--- config.mk ---
export PLATFORM = sky130hd
export DESIGN_NAME = intc_top
export DESIGN_NICKNAME = d
export VERILOG_FILES = /design/src/intc_arbiter.v /design/src/intc_top.v
export VERILOG_INCLUDE_DIRS = /design/src
export SDC_FILE = /design/constraint.sdc
export NUM_CORES = 1
export LEC_CHECK = 0
export BUFFER_PORTS_ARGS = -buffer_cell sky130_fd_sc_hd__buf_4
export CAP_MARGIN = 30
export CORE_AREA = 2 2 112 195
export CTS_CLUSTER_DIAMETER = 50
export DETAILED_ROUTE_END_ITERATION = 6
export DIE_AREA = 0 0 114 197
export GPL_ROUTABILITY_DRIVEN = 1
export PLACE_DENSITY = 0.47
export SLEW_MARGIN = 20
export SYNTH_ARGS = -nofsm -noshare
export SYNTH_HDL_FRONTEND = slang
export SYNTH_SLANG_ARGS = --single-unit
--- constraint.sdc ---
create_clock -name core_clk -period 6.8 [get_ports core_clk]
set_input_delay 0.68 -clock core_clk [delete_from_list [all_inputs] [get_ports core_clk]]
set_output_delay 0.68 -clock core_clk [all_outputs]
set_load 0.01 [all_outputs]
--- src/intc_consts.vh ---
// constants for the cpu interrupt controller
// How it works
// with round robin on, last acknowledged normal vector ranks lowest next time.
// compact vector mode bit shrinks table to three entries, nmi at vector 1.
// in compact mode the high-level interrupt goes to vector 2.
// in compact mode all normal-level sources share vector 3.
// unlock key then protected write within four instructions; only then accepted.
// protected write outside the window is acknowledged but changes nothing except the refused bit in irq status.
// a source event sets its flag bit in the flag register.
// software enables each source through its enable bit.
// request raised only while enable and flag are both set.
// request stays raised until the flag is cleared.
// global enable cleared blocks every maskable request.
// global enable is never cleared by hardware on interrupt entry.
// nmi beats high level, high level beats normal level.
`ifndef INTC_CONSTS_VH
`define INTC_CONSTS_VH
// ************************************************
// register byte addresses (index times four)
// ************************************************
`define ADDR_VECTOR_CONTROL 6'h00
`define ADDR_STATUS 6'h04
`define ADDR_NORMAL_PRIORITY 6'h08
`define ADDR_HIGH_VECTOR 6'h0C
`define ADDR_FLAGS 6'h10
`define ADDR_ENABLES 6'h14
`define ADDR_GUARD 6'h18
`define ADDR_GLOBAL 6'h1C
`define ADDR_IRQ_STATUS 6'h20
`define ADDR_IRQ_MASK 6'h24
// ************************************************
// fields
// ************************************************
`define BIT_ROUND_ROBIN 0
`define BIT_COMPACT 5
`define BIT_VECTOR_SELECT 6
`define BIT_NORMAL_EX 0
`define BIT_HIGH_EX 1
`define BIT_NMI_EX 7
`define BIT_GLOBAL_ENABLE 7
`define UNLOCK_KEY 8'hD8
`define GUARD_WINDOW 3'h4
`define VEC_NMI_COMPACT 8'h01
`define VEC_HIGH_COMPACT 8'h02
`define VEC_NORMAL_COMPACT 8'h03
`define VEC_BASE 8'h03
`define RESET_BYTE 8'h00
`define IRQ_EV_TAKEN 0
`define IRQ_EV_REFUSED 1
`endif

--- src/intc_arbiter.v ---
// round-robin picker over the normal-level requests
`timescale 1ns/1ps
module intc_arbiter (
  // requests
  input wire [7:0] req,
  input wire [7:0] last_taken,
  input wire rr_enable,
  input wire [7:0] fixed_pri,
  // result
  output reg hit,
  output reg [2:0] pick
);
  reg [2:0] start;
  reg [2:0] idx;
  integer k;
  always @* begin
    hit = 1'b0;
    pick = 3'h0;
    idx = 3'h0;
    // rotate so the slot after the last taken is searched first
    start = rr_enable ? (last_taken[2:0] + 3'h1) : fixed_pri[2:0];
    for (k = 0; k < 8; k = k + 1) begin
      idx = start + k[2:0];
      if (!hit && req[idx]) begin
        hit = 1'b1;
        pick = idx;
      end
    end
  end
endmodule

--- src/intc_top.v ---
// interrupt controller with wishbone register slave
//
// Local design decision: register access over Wishbone.
`timescale 1ns/1ps
`include "intc_consts.vh"
module intc_top (
  // clock and reset
  input wire core_clk,
  input wire arst_n,
  // wishbone slave
  input wire wb_cyc_i,
  input wire wb_stb_i,
  input wire wb_we_i,
  input wire [5:0] wb_adr_i,
  input wire [3:0] wb_sel_i,
  input wire [31:0] wb_dat_i,
  output reg [31:0] wb_dat_o,
  output reg wb_ack_o,
  output wire wb_err_o,
  // peripheral event pulses, one per normal-level source
  input wire [7:0] src_event,
  input wire nmi_req,
  // processor side
  input wire cpu_ack,
  input wire cpu_reti,
  input wire instr_retire,
  output reg cpu_req,
  output reg [7:0] cpu_vector,
  // summary interrupt
  output wire irq
);
  // ************************************************
  // registers
  // ************************************************
  reg [7:0] ctrl_reg;
  reg [7:0] pri_reg;
  reg [7:0] hvec_reg;
  reg [7:0] flag_reg;
  reg [7:0] en_reg;
  reg global_reg;
  reg [2:0] guard_reg;
  reg nmi_ex_reg;
  reg high_ex_reg;
  reg normal_ex_reg;
  reg [7:0] last_reg;
  reg [1:0] ist_reg;
  reg [1:0] imask_reg;
  reg [2:0] nmi_sync_reg;
  reg nmi_level_reg;
  reg nmi_pend_reg;
  reg [1:0] state_reg;
  localparam ST_IDLE = 2'b01;
  localparam ST_WAIT = 2'b10;
  reg [7:0] taken_vec_reg;
  reg taken_nmi_reg;
  reg taken_high_reg;

  wire wr_stb = wb_cyc_i & wb_stb_i & wb_we_i & ~wb_ack_o & wb_sel_i[0];
  wire rd_stb = wb_cyc_i & wb_stb_i & ~wb_we_i & ~wb_ack_o;
  wire unlocked = (guard_reg != 3'h0);
  wire [7:0] wbyte = wb_dat_i[7:0];
  assign wb_err_o = 1'b0;

  // ************************************************
  // request generation
  // ************************************************
  wire [7:0] raw_req = flag_reg & en_reg;
  wire [7:0] norm_req = raw_req & {8{global_reg}};
  wire [7:0] high_mask = 8'h01 << hvec_reg[2:0];
  wire high_cfg = (hvec_reg != 8'h00);
  wire [7:0] high_req = high_cfg ? (norm_req & high_mask) : 8'h00;
  wire [7:0] low_req = norm_req & ~high_req;
  wire arb_hit;
  wire [2:0] arb_pick;
  intc_arbiter u_arb (
    .req(low_req),
    .last_taken(last_reg),
    .rr_enable(ctrl_reg[`BIT_ROUND_ROBIN]),
    .fixed_pri(pri_reg),
    .hit(arb_hit),
    .pick(arb_pick)
  );

  // ************************************************
  // dispatch: nmi over high over normal
  // ************************************************
  reg want;
  reg [7:0] want_vec;
  reg want_nmi;
  reg want_high;
  always @* begin
    want = 1'b0;
    want_vec = 8'h00;
    want_nmi = 1'b0;
    want_high = 1'b0;
    if (nmi_pend_reg && !nmi_ex_reg) begin
      want = 1'b1;
      want_nmi = 1'b1;
      want_vec = `VEC_NMI_COMPACT;
    end else if (|high_req && !high_ex_reg && !nmi_ex_reg) begin
      want = 1'b1;
      want_high = 1'b1;
      want_vec = ctrl_reg[`BIT_COMPACT] ? `VEC_HIGH_COMPACT : hvec_reg;
    end else if (arb_hit && !normal_ex_reg && !high_ex_reg && !nmi_ex_reg) begin
      want = 1'b1;
      // compact mode folds every normal source onto one slot
      want_vec = ctrl_reg[`BIT_COMPACT] ? `VEC_NORMAL_COMPACT
                                        : ({5'h00, arb_pick} + `VEC_BASE + 8'h01);
    end
  end

  // nmi pin from another domain: three stages, second and third agree
  always @(posedge core_clk or negedge arst_n) begin
    if (!arst_n) begin
      nmi_sync_reg <= 3'h0;
      nmi_level_reg <= 1'b0;
    end else begin
      nmi_sync_reg <= {nmi_sync_reg[1:0], nmi_req};
      if (nmi_sync_reg[1] == nmi_sync_reg[2]) begin
        nmi_level_reg <= nmi_sync_reg[2];
      end
    end
  end

  always @(posedge core_clk or negedge arst_n) begin
    if (!arst_n) begin
      state_reg <= ST_IDLE;
      cpu_req <= 1'b0;
      cpu_vector <= 8'h00;
      taken_vec_reg <= 8'h00;
      taken_nmi_reg <= 1'b0;
      taken_high_reg <= 1'b0;
    end else begin
      case (state_reg)
        ST_IDLE: begin
          if (want) begin
            cpu_req <= 1'b1;
            cpu_vector <= want_vec;
            taken_vec_reg <= {5'h00, arb_pick};
            taken_nmi_reg <= want_nmi;
            taken_high_reg <= want_high;
            state_reg <= ST_WAIT;
          end
        end
        ST_WAIT: begin
          if (cpu_ack) begin
            cpu_req <= 1'b0;
            state_reg <= ST_IDLE;
          end
        end
        default: begin
          state_reg <= ST_IDLE;
          cpu_req <= 1'b0;
        end
      endcase
    end
  end

  wire take = (state_reg == ST_WAIT) && cpu_ack;
  wire take_normal = take && !taken_nmi_reg && !taken_high_reg;

  // ************************************************
  // register decode
  // ************************************************
  wire wr_ctrl = wr_stb && (wb_adr_i == `ADDR_VECTOR_CONTROL);
  wire wr_pri = wr_stb && (wb_adr_i == `ADDR_NORMAL_PRIORITY);
  wire wr_hvec = wr_stb && (wb_adr_i == `ADDR_HIGH_VECTOR);
  wire wr_flags = wr_stb && (wb_adr_i == `ADDR_FLAGS);
  wire wr_en = wr_stb && (wb_adr_i == `ADDR_ENABLES);
  wire wr_guard = wr_stb && (wb_adr_i == `ADDR_GUARD);
  wire wr_global = wr_stb && (wb_adr_i == `ADDR_GLOBAL);
  wire wr_ist = wr_stb && (wb_adr_i == `ADDR_IRQ_STATUS);
  wire wr_imask = wr_stb && (wb_adr_i == `ADDR_IRQ_MASK);
  // a locked write still gets its ack, it just lands nowhere
  wire refused = (wr_ctrl || wr_hvec) && !unlocked;
  wire [7:0] flag_clr = wr_flags ? wbyte : 8'h00;
  wire [1:0] ist_clr = wr_ist ? wbyte[1:0] : 2'h0;
  wire [1:0] ist_set = {refused, take};

  // ************************************************
  // change guard
  // ************************************************
  // window counts retired instructions after the key, not bus cycles
  always @(posedge core_clk or negedge arst_n) begin
    if (!arst_n) begin
      guard_reg <= 3'h0;
    end else if (wr_guard && wbyte == `UNLOCK_KEY) begin
      guard_reg <= `GUARD_WINDOW;
    end else if (instr_retire && unlocked) begin
      guard_reg <= guard_reg - 3'h1;
    end
  end

  // ************************************************
  // configuration
  // ************************************************
  always @(posedge core_clk or negedge arst_n) begin
    if (!arst_n) begin
      ctrl_reg <= `RESET_BYTE;
      pri_reg <= `RESET_BYTE;
      hvec_reg <= `RESET_BYTE;
      en_reg <= `RESET_BYTE;
      global_reg <= 1'b0;
      imask_reg <= 2'h0;
    end else begin
      if (wr_ctrl && unlocked) begin
        ctrl_reg <= wbyte & 8'h61;
      end
      if (wr_hvec && unlocked) begin
        hvec_reg <= wbyte;
      end
      if (wr_pri) begin
        pri_reg <= wbyte;
      end
      if (wr_en) begin
        en_reg <= wbyte;
      end
      // only software touches global enable, never dispatch
      if (wr_global) begin
        global_reg <= wbyte[`BIT_GLOBAL_ENABLE];
      end
      if (wr_imask) begin
        imask_reg <= wbyte[1:0];
      end
    end
  end

  // ************************************************
  // source flags
  // ************************************************
  // write one clears; an event in the same cycle wins over the clear
  always @(posedge core_clk or negedge arst_n) begin
    if (!arst_n) begin
      flag_reg <= `RESET_BYTE;
    end else begin
      flag_reg <= (flag_reg & ~flag_clr) | src_event;
    end
  end

  // ************************************************
  // nmi pending and running
  // ************************************************
  // a held pin keeps the nmi pending; only a take with the pin low clears it
  always @(posedge core_clk or negedge arst_n) begin
    if (!arst_n) begin
      nmi_pend_reg <= 1'b0;
      nmi_ex_reg <= 1'b0;
    end else begin
      if (nmi_level_reg) begin
        nmi_pend_reg <= 1'b1;
      end else if (take && taken_nmi_reg) begin
        nmi_pend_reg <= 1'b0;
      end
      if (take && taken_nmi_reg) begin
        nmi_ex_reg <= 1'b1;
      end else if (cpu_reti && nmi_ex_reg) begin
        nmi_ex_reg <= 1'b0;
      end
    end
  end

  // ************************************************
  // maskable levels running
  // ************************************************
  // a return closes the deepest level that is running
  always @(posedge core_clk or negedge arst_n) begin
    if (!arst_n) begin
      high_ex_reg <= 1'b0;
      normal_ex_reg <= 1'b0;
    end else begin
      if (take && taken_high_reg) begin
        high_ex_reg <= 1'b1;
      end else if (cpu_reti && !nmi_ex_reg && high_ex_reg) begin
        high_ex_reg <= 1'b0;
      end
      if (take_normal) begin
        normal_ex_reg <= 1'b1;
      end else if (cpu_reti && !nmi_ex_reg && !high_ex_reg) begin
        normal_ex_reg <= 1'b0;
      end
    end
  end

  // ************************************************
  // round-robin memory
  // ************************************************
  // only normal-level takes move the rotation point
  always @(posedge core_clk or negedge arst_n) begin
    if (!arst_n) begin
      last_reg <= `RESET_BYTE;
    end else if (take_normal) begin
      last_reg <= taken_vec_reg;
    end
  end

  // ************************************************
  // irq status, set wins over write-one-clear
  // ************************************************
  always @(posedge core_clk or negedge arst_n) begin
    if (!arst_n) begin
      ist_reg <= 2'h0;
    end else begin
      ist_reg <= ist_set | (ist_reg & ~ist_clr);
    end
  end

  assign irq = |(ist_reg & imask_reg);

  // ************************************************
  // bus answer, one cycle after the request
  // ************************************************
  reg [7:0] rd_byte;
  always @* begin
    case (wb_adr_i)
      `ADDR_VECTOR_CONTROL: rd_byte = ctrl_reg;
      `ADDR_STATUS: rd_byte = {nmi_ex_reg, 5'h00, high_ex_reg, normal_ex_reg};
      `ADDR_NORMAL_PRIORITY: rd_byte = pri_reg;
      `ADDR_HIGH_VECTOR: rd_byte = hvec_reg;
      `ADDR_FLAGS: rd_byte = flag_reg;
      `ADDR_ENABLES: rd_byte = en_reg;
      `ADDR_GUARD: rd_byte = {5'h00, guard_reg};
      `ADDR_GLOBAL: rd_byte = {global_reg, 7'h00};
      `ADDR_IRQ_STATUS: rd_byte = {6'h00, ist_reg};
      `ADDR_IRQ_MASK: rd_byte = {6'h00, imask_reg};
      default: rd_byte = 8'h00;
    endcase
  end

  always @(posedge core_clk or negedge arst_n) begin
    if (!arst_n) begin
      wb_ack_o <= 1'b0;
      wb_dat_o <= 32'h00000000;
    end else begin
      wb_ack_o <= wb_cyc_i & wb_stb_i & ~wb_ack_o;
      if (rd_stb) begin
        wb_dat_o <= {24'h000000, rd_byte};
      end
    end
  end
endmodule

## Word level (Yosys, flattened, before mapping)

Cells that the tools add are included.

- Bits in registers: 79
- Output and inout bits: 44
- Word-level logic and storage cells: 206

- $add $sub $neg: 11
- Order comparisons: 8
- Equal/unequal tests: 15
- Shift-type cells: 1
- Muxes and demuxes: 64
- Bitwise gates (word level): 21
- Reduce and logical (&&, ||, !) cells: 62

Operators by type and width:

| operator | number |
|---|---|
| $pmux 8 s10 | 1 |
| $and 8x8->8 | 5 |
| $mux 8 | 5 |
| $logic_and 1x1->1 | 36 |
| $mux 3 | 11 |
| $lt 3x4->1 const B | 8 |
| $mux 1 | 32 |
| $bmux 1 s3 | 8 |
| $eq 6x5->1 const B | 4 |
| $not 8->8 | 2 |
| $logic_not 1->1 | 13 |
| $add 3x3->3 const B | 4 |
| $eq 6x4->1 const B | 2 |
| $eq 6x6->1 const B | 2 |
| $mux 5 | 2 |
| $reduce_bool 2->1 | 5 |
| $eq 8x8->1 const B | 1 |
| $or 8x8->8 | 1 |
| $reduce_bool 8->1 | 1 |
| $reduce_or 8->1 | 1 |
| $shl 1x3->8 const A | 1 |
| $and 1x1->1 | 7 |
| $add 3x1->3 const B | 2 |
| $add 3x2->3 const B | 2 |
| other kinds (20) | 26 |

## Longest topological paths before layout

Gate-level depths: netlist of the first run.

- Word-level depth: 38
- Depth in mapped cells: 16
- Mapped depth without buffers: 13

## Cells and area by module

From an unflattened synthesis of the first run, not the netlist that was laid out.

- Cell total of the unflattened synthesis: 484
- Area, all modules: 4,999.8 um^2

By module, submodules not included:

| module | instances | cells an instance | area each (um^2) |
|---|---|---|---|
| intc_top | 1 | 362 | 4,010.1 |
| intc_arbiter | 1 | 122 | 989.7 |

## Worst setup path after synthesis of the first run

No wires, ideal clock.

- Path type: register -> register
- Start point: register last_reg[0]
- End point: register cpu_vector[2]
- Data arrival time: 3.381 ns
- Data required time: 6.675 ns
- Path slack: 3.294 ns
- Stages on the path, launching flop included: 14
- Buffers on the path: 2
- Clock period less this slack: 3.506 ns
- Path through: dfrtp_1 ha_1 mux2_4 ha_1 clkbuf_1 inv_1 mux4_2 o22ai_2 nor4_4 a2111oi_4 o31ai_4 buf_6 a22oi_2 o21ai_1

- Word-level cells in the longest chain between the ends: 33

Ends and longest elaborated chain:

| element | line | source |
|---|---|---|
| from (decl) | intc_top.v:45 | `reg [7:0] last_reg;` |
| from (signal assigned) | intc_top.v:290 | `` last_reg <= `RESET_BYTE; `` |
| from (signal assigned) | intc_top.v:292 | `last_reg <= taken_vec_reg;` |
| $add 3x1->3 (*) | intc_arbiter.v:21 | `start = rr_enable ? (last_taken[2:0] + 3'h1) : fixed_pri[2:0];` |
| $mux 3 (*) | intc_arbiter.v:21 |  |
| branches (longest 31 deep; another with $add 3x1->3) | - |  |
| to (signal assigned) | intc_top.v:138 | `cpu_vector <= want_vec;` |
| to (decl) | intc_top.v:28 | `output reg [7:0] cpu_vector,` |

Mark *: on every way between the ends. The select of a mux whose other input is x is not followed.
A chain may end at the register's enable or synchronous reset.

## Worst setup path in the final report of the first run

- Start point: register ctrl_reg[0]
- End point: register cpu_vector[3]

- Word-level cells in the longest chain between the ends: 32

Ends and longest elaborated chain:

| element | line | source |
|---|---|---|
| from (decl) | intc_top.v:35 | `reg [7:0] ctrl_reg;` |
| from (signal assigned) | intc_top.v:199 | `` ctrl_reg <= `RESET_BYTE; `` |
| from (signal assigned) | intc_top.v:207 | `ctrl_reg <= wbyte & 8'h61;` |
| $mux 3 (*) | intc_arbiter.v:21 |  |
| branches (longest 31 deep; another with $add 3x1->3) | - |  |

Marked as above.

==> results_dict.tcl, run 1 <==
set metrics [dict create \
    htree_levels 3 \
    r2r_end "cpu_vector[3]$_DFFE_PN0P_" \
    layout.nets 621 \
    die_h_um 197 \
    cp_cell_sequence "nand2b_1, nand2_1, ha_1, inv_1, mux4_2, o22ai_1, nor2_1, a2111oi_4, o31ai_4, a221o_1" \
    placed_area_mm2 0.005624 \
    r2r_slack_ns 2.47 \
    first_global_vias 4445 \
    clock_sink_count 78 \
    crit_type "reg2reg" \
    ys_warn_count 0 \
    rr_worst_depth 10 \
    crit_fanout 19 \
    ys_types 95 \
    ant_nets 0 \
    avgSynthCellArea_um2 10.03 \
    synth_seq_cells 78 \
    ys_async_sr_fraction_pct 100.0 \
    p_per_area_mw_per_mm2 231.6 \
    route.detailed.drc 0 \
    crit-reg2reg-launch "ctrl_reg[0]$_DFFE_PN0P_" \
    postCtsSetupBuffers 0 \
    ys.flop_type "dfrtp_1" \
    wire_per_inst_um 21.19 \
    gp_congestion 0.8969 \
    synth_area_leaders "dfrtp_1 (38%), mux2_2 (8.6%), buf_4 (3.7%)" \
    wl_um 17250 \
    numCtsBuffers 9 \
    final.period_utilization_pct 63.71 \
    hold_class "in2async" \
    num_antenna_cells 0 \
    post-dp-hpwl_um 13890 \
    yosysSeqAreaShare_pct 38.17 \
    drv_cap 0 \
    io_buffers 50 \
    ios 103 \
    worstMarginPinSlew_ns 0.8079 \
    slowest_delay_ns 0.72 \
    layout-area-overhead-vs-synth_pct 16.26 \
    finClkSkew_ns 0.01193 \
    dieArea_mm2 0.02246 \
    antenna_found_initial 0 \
    cp_top_family "compound AO/OA/AOI/OAI gates" \
    path_clk_slew_ns 0.06 \
    row_count 70 \
    clock.fmax_mhz 230.8 \
    relSlewSlack_pct 45.97 \
    drive_gt1_share_pct 25.80 \
    synth_top_area_share_pct 37.65 \
    worstPathArrival_ns 4.56 \
    period_needed_ns 4.332 \
    hold_slack_ns 0.2195 \
    synth_edf_count 0 \
    first_pass_iters 5 \
    cts_root_buffer "clkbuf_16" \
    yosys.area.top_type "dfrtp_1" \
    cts_resized 0 \
    start_util_pct 24.55 \
    endpoint "cpu_vector[3]$_DFFE_PN0P_" \
    coreArea_mm2 0.02085 \
    final_area_mm2 0.005949 \
    startpoint "ctrl_reg[0]$_DFFE_PN0P_" \
    syn_area_mm2 0.005117 \
    synth_top_cells_by_count "dfrtp_1 (77), nand2_1 (46), mux2_2 (39)" \
    leakage_nw 2.554 \
    cts_tree "yes" \
    rsz0062_at_grt "no" \
    cp.depth 10 \
    grt_use_total_pct 15.56 \
    cp-start-kind "register" \
    slew_viol_final 0 \
    path_buf_inv 1 \
    tns_ns 0 \
    insertion_delay_ns 0.35 \
    hold_violations 0 \
    grt_max_degree 57 \
    synthCells 510 \
    vdd_drop_max_uv 202.6 \
    synth.most_common_cell "dfrtp_1" \
    cp.required_ns 7.03 \
    num_vias 4440 \
    drt-vias-per-instance 5.455 \
    clk_path_buf_depth 2 \
    hold_buffers 0 \
    status "completed" \
    die_w_um 114 \
    cp_slowest_cell "dfrtp_1" \
    grt_pass1_wl_um 26040 \
    n_fill_cell 2184 \
    setup-violations-final 0 \
    drt_iter0_markers 238 \
    overflow 0 \
    cp-end-kind "register" \
]
-- through the flow --
step / std cells / setup WS, ns / utilization [%] / power [mW]
2_1_floorplan: 534 / 3.294 / - / 0.7694
3_3_place_gp: 798 / 2.491 / 26.96 / 0.8526
3_5_place_dp: 798 / 2.464 / 26.98 / 0.8642
4_1_cts: 814 / 2.477 / 28.54 / 1.392
5_1_grt: 814 / 2.222 / 28.54 / 1.444
6_report: 814 / 2.468 / 28.54 / 1.378
-- cells by family (layout without fill, tap and decap cells) --
logic type	Yosys count	after routing	share of synthesized area, %
AOI/OAI and AO/OA	157	157	24.82
DFF	78	78	38.17
other	1	25	0.07328
muxes	47	47	11.05
buffers and inverters	55	83	7.042
adders and majority gates	6	6	1.418
and+or+nand+nor	163	163	16.92
xor gates and xnor gates	3	3	0.5135
-- cells in the final DEF, fill, tap and decap left out, drive strengths merged, types with 5 or more instances in the layout --
master   n
o21ai   18
o211ai   6
a22oi   12
a21o    14
a211oi   8
clkbuf  11
nand2   46
dfrtp   77
mux2    40
ha       5
nand3   21
nor2    31
inv     13
nor3    13
a221oi   8
buf     54
a21oi   18
and3     5
o22ai    8
a211o    5
conb    25
and2     5
a22o    13
nand4    5
nand2b   8
-- cell type report --
type                       instances  area (um^2)  share of cell area, %
clock buffer                      11        242.7                  4.080
clock inverter                     5        82.58                  1.388
multi-input combinational        401         2899                  48.73
tap                              252        315.3                  5.300
inverter                          13        51.30                 0.8622
timing repair buffer              54        405.4                  6.814
sequential                        78         1953                  32.83
-- power by group --
group	switching, mW	leakage (nW)	internal [mW]
Clock	0.190	0.160	0.332
Combinational	0.179	1.39	0.123
Sequential	0.0446	1.00	0.509
-- metal layers --
layer	global-route usage, %	share of wire, %
met3	1.968	3.3
met1	14.45	33
met4	10.84	6.8
met2	30.38	57
met5	0	0
-- how the worst min path moves through the flow --
| stage | startpoint | to | slack (ns) | cells past startpoint |
|---|---|---|---|---|
| 3_3_place_gp | nmi_sync_reg[0]$_DFF_PN0_ | nmi_sync_reg[1]$_DFF_PN0_ | 0.34 | 0 |
| 2_1_floorplan | nmi_sync_reg[0]$_DFF_PN0_ | nmi_sync_reg[1]$_DFF_PN0_ | 0.33 | 0 |
| 4_1_cts | arst_n | pri_reg[4]$_DFFE_PN0P_ | 0.22 | 1 |
| 3_5_place_dp | nmi_sync_reg[0]$_DFF_PN0_ | nmi_sync_reg[1]$_DFF_PN0_ | 0.34 | 0 |
| 5_1_grt | arst_n | pri_reg[4]$_DFFE_PN0P_ | 0.24 | 1 |
| 6_report | arst_n | pri_reg[4]$_DFFE_PN0P_ | 0.22 | 1 |
Power figures use the tool's default switching activity.
==> run 2, diff against run 1 <==
clock period = 4.4 ns   (was 6.8 ns; I/O delays follow)
==> run 2 against run 1 <==
Effect of this change:
- final area increased by 1.1%
- first-iteration DRC count rose by 13%
- die area is the same
- clock-buffer cell count down 1
- sequential power is 54% higher
- power is 54% higher
- hold slack worse by 0.15 ns
- via count decreased by 0.38%
- largest power group unchanged
==> results_dict.tcl, run 2 (same netlist as run 1, synthesis figures left out) <==
set metrics [dict create \
    crit-reg2reg-launch "ctrl_reg[0]$_DFFE_PN0P_" \
    period_needed_ns 3.892 \
    drt-vias-per-instance 5.381 \
    grt_use_total_pct 16.17 \
    placed_area_mm2 0.005717 \
    internal_power_mw 1.459 \
    clk_path_buf_depth 2 \
    wl_um 17850 \
    pwr-share-clk_pct 35.6 \
    ant_nets 0 \
    route.detailed.drc 0 \
    slew_viol_final 0 \
    num_antenna_cells 0 \
    layout_common_cells "dfrtp_1 (77), buf_4 (61), nand2_1 (46), mux2_2 (39), nor2_1 (31)" \
    postCtsSetupBuffers 0 \
    row_count 70 \
    final.period_utilization_pct 88.45 \
    relSlewSlack_pct 48.68 \
    seq_power_share_pct 40.3 \
    final_area_mm2 0.006016 \
    path_clk_slew_ns 0.06 \
    hold_violations 0 \
    vdd_drop_max_uv 214.0 \
    tns_ns 0 \
    htree_levels 3 \
    setup-violations-final 0 \
    status "completed" \
    gp_congestion 0.9135 \
    final_common_cell "dfrtp_1" \
    io_buffers 50 \
    die_h_um 197 \
    drv_cap 0 \
    regArea_mm2 0.001953 \
    finClkSkew_ns 0.007628 \
    hold_buffers 0 \
    clock.fmax_mhz 257.0 \
    insertion_delay_ns 0.35 \
    numCtsBuffers 9 \
    rr_worst_depth 10 \
    cts_tree "yes" \
    first_pass_iters 5 \
    crit_type "reg2reg" \
    wire_per_inst_um 21.71 \
    cts_resized 0 \
    grt_pass1_wl_um 27300 \
    drt_iter0_markers 269 \
    cp-start-kind "register" \
    start_util_pct 24.55 \
    clock_sink_count 78 \
    netSwitchingFraction_pct 31.06 \
    hold_slack_ns 0.06850 \
    ios 103 \
    die_w_um 114 \
    post-dp-hpwl_um 14440 \
    layout.nets 630 \
    crit_fanout 19 \
    dieArea_mm2 0.02246 \
    antenna_found_initial 0 \
    layout-area-overhead-vs-synth_pct 17.56 \
    cp.required_ns 4.63 \
    grt_max_degree 43 \
    p_per_area_mw_per_mm2 351.9 \
    r2r_end "cpu_vector[4]$_DFFE_PN0P_" \
    drive_gt1_share_pct 27.02 \
    r2r_slack_ns 0.51 \
    power.switching_uw 657.6 \
    worstPathArrival_ns 4.12 \
    leakage_nw 2.594 \
    first_global_vias 4516 \
    rsz0062_at_grt "no" \
    num_vias 4423 \
    multi_input_area_mm2 0.002899 \
    coreArea_mm2 0.02085 \
    overflow 0 \
    startpoint "ctrl_reg[0]$_DFFE_PN0P_" \
    cts_root_buffer "clkbuf_16" \
    combPwrFrac_pct 24.1 \
    hold_class "in2async" \
    worstMarginPinSlew_ns 0.7640 \
    n_fill_cell 2208 \
    cp-end-kind "register" \
]
run 2: cell types whose count changed in the layout (fill, tap and decap cells not counted), sizes merged:
cell,before,now
buf,54,63
bufinv,2,1
clkinvlp,0,1
clkbuf,11,10
run 2: stage by stage:
stage               worst slack [ns]  total power [mW]  util, %  cells
floorplan                     0.8942             1.189        -    534
global placement              0.6269             1.357    27.30    806
detailed placement            0.5429             1.379    27.43    807
CTS                           0.5246             2.140    28.86    822
global route                  0.2837             2.224    28.86    822
finish                        0.5083             2.117    28.86    822
run 2: worst max-delay path by stage:
stage / to / slack, ns / cells after the start
2_1_floorplan: cpu_vector[2]$_DFFE_PN0P_ / 0.89 / 13
3_3_place_gp: cpu_vector[4]$_DFFE_PN0P_ / 0.63 / 10
3_5_place_dp: cpu_vector[4]$_DFFE_PN0P_ / 0.54 / 10
4_1_cts: cpu_vector[4]$_DFFE_PN0P_ / 0.52 / 10
5_1_grt: cpu_vector[4]$_DFFE_PN0P_ / 0.28 / 14
6_report: cpu_vector[4]$_DFFE_PN0P_ / 0.51 / 10
run 2: layout make-up:
cell class | count | area share [%]
Clock buffer | 10 | 3.973
Clock inverter | 5 | 0.9983
Inverter | 13 | 0.8527
Multi-Input combinational cell | 401 | 48.19
Sequential cell | 78 | 32.47
Tap cell | 252 | 5.241
Timing Repair Buffer | 63 | 8.278
run 2: power by group through the flow:
stage	clock network (mW)	logic, mW	registers (mW)
after floorplan	0	0.346	0.843
after global placement	0	0.494	0.862
after detailed placement	0	0.512	0.867
after CTS	0.772	0.513	0.855
after global routing	0.804	0.558	0.863
final	0.753	0.510	0.854
run 2: per-layer routing:
layer	global-route usage (%)	wire (um)
met4	9.440	962
met5	0	0
met2	32.28	10350
met3	2.552	619
met1	14.85	5912
run 2: critical path: stages (launching register included):
cell and delay (ns):
dfrtp_1 0.74, mux2_4 0.44, ha_1 0.32, inv_1 0.16
mux4_2 0.58, o22ai_2 0.37, nor4_4 0.08, a2111oi_4 0.49
o31ai_4 0.19, buf_12 0.18, a22o_1 0.22
